<file path="src/common/standby_restore_map.svh">
/*
  Offsets, field positions and reset values for the standby power restore control block.
  Assumes AXI4-Lite with 32-bit data and byte addressing.
*/
`ifndef STANDBY_RESTORE_MAP_SVH
`define STANDBY_RESTORE_MAP_SVH

`define SRC_CTRL_OFS      8'h00
`define SRC_STATUS_OFS    8'h04
`define SRC_IRQ_STS_OFS   8'h08
`define SRC_IRQ_CLR_OFS   8'h0C
`define SRC_IRQ_EN_OFS    8'h10
`define SRC_SLEEP_OFS     8'h14
`define SRC_EVENT_OFS     8'h18

`define SRC_BIT_STAY_OFF  1
`define SRC_BIT_PWR_ON    2
`define SRC_BIT_RET_FLAG  3
`define SRC_BIT_WAKE_GATE 4
`define SRC_BIT_REDIRECT  5
`define SRC_BIT_GO        0
`define SRC_TYPE_LSB      1
`define SRC_TYPE_W        3

`define SRC_IRQ_RETURN    0
`define SRC_IRQ_SMI       1
`define SRC_IRQ_WAKE      2
`define SRC_IRQ_W         3

`define SRC_CTRL_RST      32'h0000_0000
`define SRC_RESP_OKAY     2'h0
`define SRC_RESP_SLVERR   2'h2

`endif

</file>
<file path="src/common/standby_restore_pkg.sv">
/*
  Types for the standby power restore control block.
  Assumes the map header supplies all numbers.
*/
package standby_restore_pkg;
  typedef enum logic [1:0] {
    POLICY_RESTORE,
    POLICY_STAY_OFF,
    POLICY_POWER_ON,
    POLICY_CONFLICT
  } restore_policy_t;
endpackage : standby_restore_pkg

</file>
<file path="src/verilog/standby_power_restore_control.sv">
/*
  Standby power restore control: policy on standby return, supply-on output,
  wake flag gating, sleep request redirect, AXI4-Lite register slave.
  Assumes sys_rst_i is the standby power-on reset and ref_clk_i runs on standby power.
*/
`timescale 1ns/100ps
`include "standby_restore_map.svh"

////////////////////////////////////////////////////////////////////////////////
module standby_power_restore_control #(
  parameter int TYPE_W = `SRC_TYPE_W
) (
  // clock and reset
  input  wire logic              ref_clk_i,
  input  wire logic              sys_rst_i,
  // axi4-lite write
  input  wire logic [7:0]        s_axi_awaddr_i,
  input  wire logic              s_axi_awvalid_i,
  output logic                   s_axi_awready_o,
  input  wire logic [31:0]       s_axi_wdata_i,
  input  wire logic [3:0]        s_axi_wstrb_i,
  input  wire logic              s_axi_wvalid_i,
  output logic                   s_axi_wready_o,
  output logic [1:0]             s_axi_bresp_o,
  output logic                   s_axi_bvalid_o,
  input  wire logic              s_axi_bready_i,
  // axi4-lite read
  input  wire logic [7:0]        s_axi_araddr_i,
  input  wire logic              s_axi_arvalid_i,
  output logic                   s_axi_arready_o,
  output logic [31:0]            s_axi_rdata_o,
  output logic [1:0]             s_axi_rresp_o,
  output logic                   s_axi_rvalid_o,
  input  wire logic              s_axi_rready_i,
  // power system
  input  wire logic              main_power_good_i,
  input  wire logic              button_override_flag_i,
  input  wire logic              wake_event_i,
  input  wire logic              sleep_done_i,
  output logic                   supply_on_out_n_o,
  output logic                   supply_on_out_n_oe_o,
  output logic                   sleep_start_o,
  output logic [TYPE_W-1:0]      sleep_type_field_o,
  output logic                   smi_o,
  output logic                   pm_event_o,
  output logic                   wake_flag_o,
  output logic                   irq_o
);

  ////////////////////////////////////////////////////////////////////////////
  // registers
  logic                   stay_off_on_standby_return;
  logic                   power_on_on_standby_return;
  logic                   standby_return_flag;
  logic                   wake_flag_gate;
  logic                   sleep_request_redirect;
  logic [TYPE_W-1:0]      sleep_type_field;
  logic                   wake_flag;
  logic                   supply_on;
  logic                   last_power_on;
  logic                   first_cycle;
  logic [`SRC_IRQ_W-1:0]  irq_sts;
  logic [`SRC_IRQ_W-1:0]  irq_en;
  logic                   aw_held;
  logic                   w_held;
  logic [7:0]             aw_addr;
  logic [31:0]            w_data;
  logic [3:0]             w_strb;
  logic                   wr_fire;
  logic                   rd_fire;
  logic                   sleep_go_wr;
  logic                   sw_power_off;
  logic                   clr_return;
  logic                   clr_wake;
  logic [`SRC_IRQ_W-1:0]  irq_clr;
  logic [`SRC_IRQ_W-1:0]  irq_set;
  logic                   wr_ok;
  logic [31:0]            next_rdata;
  logic                   rd_ok;
  standby_restore_pkg::restore_policy_t policy;

  assign policy = standby_restore_pkg::restore_policy_t'(
                  {power_on_on_standby_return, stay_off_on_standby_return});

  ////////////////////////////////////////////////////////////////////////////
  // axi4-lite write channel
  assign s_axi_awready_o = !aw_held && !s_axi_bvalid_o;
  assign s_axi_wready_o  = !w_held && !s_axi_bvalid_o;
  assign wr_fire = aw_held && w_held && !s_axi_bvalid_o;

  always_ff @(posedge ref_clk_i) begin
    if (sys_rst_i) begin
      aw_held <= 1'b0;
      w_held  <= 1'b0;
      aw_addr <= 8'h00;
      w_data  <= 32'h0000_0000;
      w_strb  <= 4'h0;
    end else begin
      if (s_axi_awvalid_i && s_axi_awready_o) begin
        aw_held <= 1'b1;
        aw_addr <= s_axi_awaddr_i;
      end else if (wr_fire) begin
        aw_held <= 1'b0;
      end
      if (s_axi_wvalid_i && s_axi_wready_o) begin
        w_held <= 1'b1;
        w_data <= s_axi_wdata_i;
        w_strb <= s_axi_wstrb_i;
      end else if (wr_fire) begin
        w_held <= 1'b0;
      end
    end
  end

  always_comb begin
    wr_ok        = 1'b1;
    sleep_go_wr  = 1'b0;
    sw_power_off = 1'b0;
    clr_return   = 1'b0;
    clr_wake     = 1'b0;
    irq_clr      = '0;
    if (aw_addr == `SRC_CTRL_OFS) begin
      clr_return = wr_fire && w_strb[0] && w_data[`SRC_BIT_RET_FLAG];
    end else if (aw_addr == `SRC_STATUS_OFS) begin
      clr_wake = wr_fire && w_strb[0] && w_data[0];
    end else if (aw_addr == `SRC_IRQ_CLR_OFS) begin
      irq_clr = (wr_fire && w_strb[0]) ? w_data[`SRC_IRQ_W-1:0] : '0;
    end else if (aw_addr == `SRC_SLEEP_OFS) begin
      sleep_go_wr  = wr_fire && w_strb[0] && w_data[`SRC_BIT_GO];
      sw_power_off = wr_fire && w_strb[0] && w_data[7];
    end else if (aw_addr != `SRC_IRQ_EN_OFS) begin
      wr_ok = 1'b0;
    end
  end

  always_ff @(posedge ref_clk_i) begin
    if (sys_rst_i) begin
      wake_flag_gate             <= 1'b0;
      sleep_request_redirect     <= 1'b0;
      sleep_type_field           <= '0;
      irq_en                     <= '0;
    end else if (wr_fire && w_strb[0]) begin
      if (aw_addr == `SRC_CTRL_OFS) begin
        wake_flag_gate             <= w_data[`SRC_BIT_WAKE_GATE];
        sleep_request_redirect     <= w_data[`SRC_BIT_REDIRECT];
      end else if (aw_addr == `SRC_SLEEP_OFS) begin
        sleep_type_field <= w_data[`SRC_TYPE_LSB +: TYPE_W];
      end else if (aw_addr == `SRC_IRQ_EN_OFS) begin
        irq_en <= w_data[`SRC_IRQ_W-1:0];
      end
    end
  end

  always_ff @(posedge ref_clk_i) begin
    if (sys_rst_i) begin
      s_axi_bvalid_o <= 1'b0;
      s_axi_bresp_o  <= `SRC_RESP_OKAY;
    end else if (wr_fire) begin
      s_axi_bvalid_o <= 1'b1;
      s_axi_bresp_o  <= wr_ok ? `SRC_RESP_OKAY : `SRC_RESP_SLVERR;
    end else if (s_axi_bready_i) begin
      s_axi_bvalid_o <= 1'b0;
    end
  end

  ////////////////////////////////////////////////////////////////////////////
  // axi4-lite read channel
  assign s_axi_arready_o = !s_axi_rvalid_o;
  assign rd_fire = s_axi_arvalid_i && s_axi_arready_o;

  always_comb begin
    next_rdata = 32'h0000_0000;
    rd_ok      = 1'b1;
    if (s_axi_araddr_i == `SRC_CTRL_OFS) begin
      next_rdata[`SRC_BIT_STAY_OFF]  = stay_off_on_standby_return;
      next_rdata[`SRC_BIT_PWR_ON]    = power_on_on_standby_return;
      next_rdata[`SRC_BIT_RET_FLAG]  = standby_return_flag;
      next_rdata[`SRC_BIT_WAKE_GATE] = wake_flag_gate;
      next_rdata[`SRC_BIT_REDIRECT]  = sleep_request_redirect;
    end else if (s_axi_araddr_i == `SRC_STATUS_OFS) begin
      next_rdata[0] = wake_flag;
      next_rdata[1] = supply_on;
      next_rdata[2] = button_override_flag_i;
    end else if (s_axi_araddr_i == `SRC_IRQ_STS_OFS) begin
      next_rdata[`SRC_IRQ_W-1:0] = irq_sts;
    end else if (s_axi_araddr_i == `SRC_IRQ_EN_OFS) begin
      next_rdata[`SRC_IRQ_W-1:0] = irq_en;
    end else if (s_axi_araddr_i == `SRC_SLEEP_OFS) begin
      next_rdata[`SRC_TYPE_LSB +: TYPE_W] = sleep_type_field;
    end else if (s_axi_araddr_i != `SRC_IRQ_CLR_OFS) begin
      rd_ok = 1'b0;
    end
  end

  always_ff @(posedge ref_clk_i) begin
    if (sys_rst_i) begin
      s_axi_rvalid_o <= 1'b0;
      s_axi_rdata_o  <= 32'h0000_0000;
      s_axi_rresp_o  <= `SRC_RESP_OKAY;
    end else if (rd_fire) begin
      s_axi_rvalid_o <= 1'b1;
      s_axi_rdata_o  <= next_rdata;
      s_axi_rresp_o  <= rd_ok ? `SRC_RESP_OKAY : `SRC_RESP_SLVERR;
    end else if (s_axi_rready_i) begin
      s_axi_rvalid_o <= 1'b0;
    end
  end

  ////////////////////////////////////////////////////////////////////////////
  // standby return policy
  // first cycle after reset release stands for the standby power-on event
  always_ff @(posedge ref_clk_i) begin
    if (sys_rst_i) begin
      first_cycle <= 1'b1;
    end else begin
      first_cycle <= 1'b0;
    end
  end

  // no reset: policy and prior state outlive the standby reset; unknown until written
  always_ff @(posedge ref_clk_i) begin
    if (!first_cycle) begin
      last_power_on <= supply_on && main_power_good_i;
    end
    if (!sys_rst_i && wr_fire && w_strb[0] && aw_addr == `SRC_CTRL_OFS) begin
      stay_off_on_standby_return <= w_data[`SRC_BIT_STAY_OFF];
      power_on_on_standby_return <= w_data[`SRC_BIT_PWR_ON];
    end
  end

  always_ff @(posedge ref_clk_i) begin
    if (sys_rst_i) begin
      supply_on <= 1'b0;
    end else if (first_cycle) begin
      case (policy)
        standby_restore_pkg::POLICY_STAY_OFF:  supply_on <= 1'b0;
        standby_restore_pkg::POLICY_POWER_ON:  supply_on <= 1'b1;
        standby_restore_pkg::POLICY_RESTORE:
          supply_on <= last_power_on && !button_override_flag_i;
        default:                               supply_on <= 1'b0;
      endcase
    end else if (sw_power_off || sleep_done_i) begin
      supply_on <= 1'b0;
    end
  end

  // floats when inactive; the pin is open drain toward the supply
  assign supply_on_out_n_o    = 1'b0;
  assign supply_on_out_n_oe_o = supply_on;

  always_ff @(posedge ref_clk_i) begin
    if (sys_rst_i) begin
      standby_return_flag <= 1'b0;
    end else if (first_cycle) begin
      standby_return_flag <= 1'b1;
    end else if (clr_return) begin
      standby_return_flag <= 1'b0;
    end
  end

  // pm event only from wake; power-up at standby return raises none
  always_ff @(posedge ref_clk_i) begin
    if (sys_rst_i) begin
      pm_event_o <= 1'b0;
    end else begin
      pm_event_o <= wake_event_i && wake_flag_gate;
    end
  end

  always_ff @(posedge ref_clk_i) begin
    if (sys_rst_i) begin
      wake_flag <= 1'b0;
    end else if (wake_event_i && wake_flag_gate) begin
      wake_flag <= 1'b1;
    end else if (clr_wake) begin
      wake_flag <= 1'b0;
    end
  end
  assign wake_flag_o = wake_flag;

  ////////////////////////////////////////////////////////////////////////////
  // sleep request and redirect
  always_ff @(posedge ref_clk_i) begin
    if (sys_rst_i) begin
      sleep_start_o      <= 1'b0;
      smi_o              <= 1'b0;
      sleep_type_field_o <= '0;
    end else begin
      sleep_start_o <= sleep_go_wr && !sleep_request_redirect;
      smi_o         <= sleep_go_wr && sleep_request_redirect;
      if (sleep_go_wr) begin
        sleep_type_field_o <= w_data[`SRC_TYPE_LSB +: TYPE_W];
      end
    end
  end

  ////////////////////////////////////////////////////////////////////////////
  // interrupts: set wins over clear
  assign irq_set[`SRC_IRQ_RETURN] = first_cycle;
  assign irq_set[`SRC_IRQ_SMI]    = smi_o;
  assign irq_set[`SRC_IRQ_WAKE]   = wake_event_i && wake_flag_gate;

  always_ff @(posedge ref_clk_i) begin
    if (sys_rst_i) begin
      irq_sts <= '0;
    end else begin
      irq_sts <= irq_set | (irq_sts & ~irq_clr);
    end
  end
  assign irq_o = |(irq_sts & irq_en);

  ////////////////////////////////////////////////////////////////////////////
  // checks
  property p_stay_off;
    @(posedge ref_clk_i) disable iff (sys_rst_i)
    (first_cycle && policy == standby_restore_pkg::POLICY_STAY_OFF) |=> !supply_on_out_n_oe_o;
  endproperty
  a_stay_off: assert property (p_stay_off) else $error("stay-off powered up");
  property p_power_on;
    @(posedge ref_clk_i) disable iff (sys_rst_i)
    (first_cycle && policy == standby_restore_pkg::POLICY_POWER_ON) |=> supply_on_out_n_oe_o;
  endproperty
  a_power_on: assert property (p_power_on) else $error("power-on policy ignored");
  property p_restore;
    @(posedge ref_clk_i) disable iff (sys_rst_i)
    (first_cycle && policy == standby_restore_pkg::POLICY_RESTORE)
      |=> supply_on == $past(last_power_on && !button_override_flag_i);
  endproperty
  a_restore: assert property (p_restore) else $error("restore state wrong");
  property p_ret_flag;
    @(posedge ref_clk_i) disable iff (sys_rst_i)
    $rose(standby_return_flag) |-> $past(first_cycle);
  endproperty
  a_ret_flag: assert property (p_ret_flag) else $error("return flag set by other");
  property p_no_event;
    @(posedge ref_clk_i) disable iff (sys_rst_i)
    (first_cycle && !wake_event_i) |=> !pm_event_o;
  endproperty
  a_no_event: assert property (p_no_event) else $error("event on standby return");
  property p_wake_gate;
    @(posedge ref_clk_i) disable iff (sys_rst_i)
    (!wake_flag_gate && !wake_flag) |=> !wake_flag;
  endproperty
  a_wake_gate: assert property (p_wake_gate) else $error("wake flag set while gated");
  property p_sleep;
    @(posedge ref_clk_i) disable iff (sys_rst_i)
    (sleep_go_wr && !sleep_request_redirect) |=> sleep_start_o && !smi_o;
  endproperty
  a_sleep: assert property (p_sleep) else $error("sleep not started");
  property p_smi;
    @(posedge ref_clk_i) disable iff (sys_rst_i)
    (sleep_go_wr && sleep_request_redirect) |=> smi_o && !sleep_start_o ##1 irq_sts[1];
  endproperty
  a_smi: assert property (p_smi) else $error("smi not raised");

endmodule : standby_power_restore_control

</file>
<file path="config.mk">
export PLATFORM = sky130hd
export DESIGN_NAME = standby_power_restore_control
export DESIGN_NICKNAME = d
export VERILOG_FILES = /design/src/common/standby_restore_pkg.sv /design/src/verilog/standby_power_restore_control.sv
export VERILOG_INCLUDE_DIRS = /design/src /design/src/common
export SDC_FILE = /design/constraint.sdc
export NUM_CORES = 1
export LEC_CHECK = 0
export ABC_AREA = 1
export BUFFER_PORTS_ARGS = -buffer_cell sky130_fd_sc_hd__buf_2
export CAP_MARGIN = 20
export CORE_ASPECT_RATIO = 0.5
export CORE_MARGIN = 5
export CORE_UTILIZATION = 50
export CTS_CLUSTER_SIZE = 8
export DETAILED_ROUTE_END_ITERATION = 6
export GPL_TIMING_DRIVEN = 0
export MAX_ROUTING_LAYER = met4
export PLACE_DENSITY = 0.82
export SYNTH_ARGS = -nofsm -noshare
export SYNTH_HDL_FRONTEND = slang
export SYNTH_SLANG_ARGS = --single-unit
</file>
<file path="constraint.sdc">
create_clock -name ref_clk_i -period 2.21 [get_ports ref_clk_i]
set_input_delay 0 -clock ref_clk_i [delete_from_list [all_inputs] [get_ports ref_clk_i]]
set_output_delay 0 -clock ref_clk_i [all_outputs]
set_load 0.02 [all_outputs]
</file>
==> impl_metrics.toml <==
[sta]
setup_viol = 0
layout_worst_path_cycle_share_pct = 66.1
drv_slew = 0
tightest_slew_ns = 0.541
finClkSkew_ns = 0.00800
rsz0062_at_grt = "no"
hold_violations = 1
fmax_mhz = 684
maxSlewHeadroom_pct = 63.9
hold_ws_ns = -0.0165
tns_ns = 0
finalCriticalPeriod_ns = 1.46

[min_path]
hp-start = "s_axi_wdata_i[3]"
holdPathStages = 3
min_path_type = "in2reg"
hold_path_end = "w_data[3]"

[run_status]
violations = "hold timing"
status = "finished, violations left"

[critical_path]
timing.rr.end = "stay_off_on_standby_return"
cp.required_ns = 2.22
worstPathArrival_ns = 1.47
worst-setup-path-type = "reg2reg"
crit_path_max_fanout = 7
r2r-start = "w_held"
crit_path_end_kind = "flip-flop"
crit_start = "w_held"
r2r_cells = 6
reg2reg_slack_ns = 0.75
startpoint_type = "flip-flop"

[yosys]
synthTopCellsByCount = "dfxtp_1, nand2_1, nor2_1"
synth_top_cell_by_area = "dfxtp_1"
ys_seq_area_share_pct = 43.1
synth_top_area_share_pct = 39.5
synth_area_um2 = 2480
netlist_instances = 325
ys_seq_elements = 52
synth-edff-count = 3
async_flop_share_pct = 0
synth_area_leaders = "dfxtp_1, buf_4, nand2_1, a21oi_1, nand3_1"
syn_area_per_cell_um2 = 7.64
synth_flop_cell = "dfxtp_1"
yosysUniqueCellTypes = 33
ys_warn_count = 0

[global_routing]
grt_start_max_net_pins = 18
overflow = 0
grt_usage_pct = 19.9
grt_pass1_wl_mm = 9.74
first_global_vias = 2185
antenna_found_initial = 0

[routing]
via_per_inst = 4.69
ant_nets = 0
first_iter_violations = 203
num_vias = 2384
top_layer = "met4"
dr_wl_met3_um = 626
wirelength_mm = 6.18
wl_met2_mm = 2.90
wl_met1_mm = 2.54
wl_per_cell_um = 12.2
drc_errors = 0
firstDrtPassIters = 4

[cells_and_area]
multi_input_area_um2 = 1150
final_util_pct = 67.4
final_nets = 500
syn_to_final_growth_pct = 32.1
fillers = 404
diodes = 0
drive_above_1_share_pct = 27.6
seq_area_um2 = 1070

[clock_tree]
cts_sinks = 52
cts_tree = "done"
clk_path_buf_depth = 2
cts_root_buffer = "clkbuf_8"
clock_latency_ns = 0.31
cts_resized = 0
htree_levels = 2
cts_buffers = 5
clk_pin_slew_ns = 0.09

[floorplanning]
die_h_um = 59.8
dieArea_um2 = 6560
start_util_pct = 51.1
ios = 114
die_w_um = 110
rows = 18
coreArea_um2 = 4860

[placement]
portBuffers = 56
hpwl_mm = 4.44
place.gp.congestion = 0.836

[job]
cap_violations = 0

[pwr]
powerDensity_nw_per_um2 = 625
p_leak_uw = 0.00155
worst_ir_drop_vdd_mv = 0.450
[sequential cells by signal (all words and copies together) (netlist names), 3 cells and up]
register	flops
sleep_type_field_o	3
irq_en	3
irq_sts	3
sleep_type_field	3
aw_addr	8
w_data	7
s_axi_rdata_o	6
[layer usage]
metal	vias up	track usage, %
li1	1230	-
met1	1047	23.9
met2	95	33.2
met3	12	5.50
met4	0	5.86
met5	-	-
[worst max-delay path: stages (launching register included)]
cell and delay [ns]:
dfxtp_1 0.37, nand2_1 0.11, nor2_4 0.15, nand2_4 0.09, inv_2 0.12, nand2_2 0.13
nor2_1 0.18
[logic make-up (layout without fill, tap and decap cells)]
group / Yosys count / count (layout) / share of synthesized area [%]
buf+inv: 68 / 153 / 14.8
flops: 52 / 52 / 43.1
other cells: 1 / 29 / 0.151
compound gates: 64 / 64 / 14.3
simple gates: 140 / 140 / 27.7
[power by group]
| group | total, µW | switching [µW] | internal (µW) |
|---|---|---|---|
| Clock | 663 | 320 | 342 |
| Sequential | 1020 | 32.1 | 990 |
| Combinational | 367 | 221 | 146 |
| Total | 2050 | 574 | 1480 |
[through the flow]
| step | total power [µW] | setup WS, ns | cells | hold WS, ns | cell area, µm² |
|---|---|---|---|---|---|
| CTS | 2050 | 0.759 | 508 | 0.00890 | 3280 |
| global placement | 1370 | 0.826 | 479 | 0.114 | 2960 |
| detailed placement | 1370 | 0.813 | 479 | 0.116 | 2960 |
| finish | 2050 | 0.749 | 508 | -0.0165 | 3280 |
| global route | 2150 | 0.628 | 508 | 0.00273 | 3280 |
| floorplan | 1290 | 0.787 | 353 | 0.0277 | 2590 |
[repair_timing]
item / 4_1_cts / 5_1_grt
hold buffers: 21 / 0
setup buffers: 0 / 0
hold endpoints to repair: 22 / 0
endpoints found under the setup margin: 0 / 0
[area by class of cell]
cell class	instances	area share, %
Clock buffer	5	2.10
Tap cell	70	2.67
Timing Repair Buffer	77	15.0
Sequential cell	52	32.6
Inverter	32	3.66
Clock inverter	3	1.37
Buffer	36	7.55
Multi-Input combinational cell	233	35.0
[how the worst max path moves through the flow]
| stage | endpoint | slack (ns) | cells after the start |
|---|---|---|---|
| 2_1_floorplan | aw_addr[2] | 0.79 | 5 |
| 3_3_place_gp | power_on_on_standby_return | 0.83 | 6 |
| 3_5_place_dp | power_on_on_standby_return | 0.81 | 6 |
| 4_1_cts | stay_off_on_standby_return | 0.76 | 6 |
| 5_1_grt | power_on_on_standby_return | 0.63 | 6 |
| 6_report | stay_off_on_standby_return | 0.75 | 6 |
[cells in the final DEF (no fill, tap or decap), drive strengths merged, types with 7 or more instances in the layout]
master and instances:
inv 33, nor2 47, clkbuf 7, dlygate4sd3 21
nand2 53, conb 29, nand3 33, buf 90
dfxtp 49, o21ai 25, a21oi 31
No activity file was read; power rests on OpenSTA's default activity.
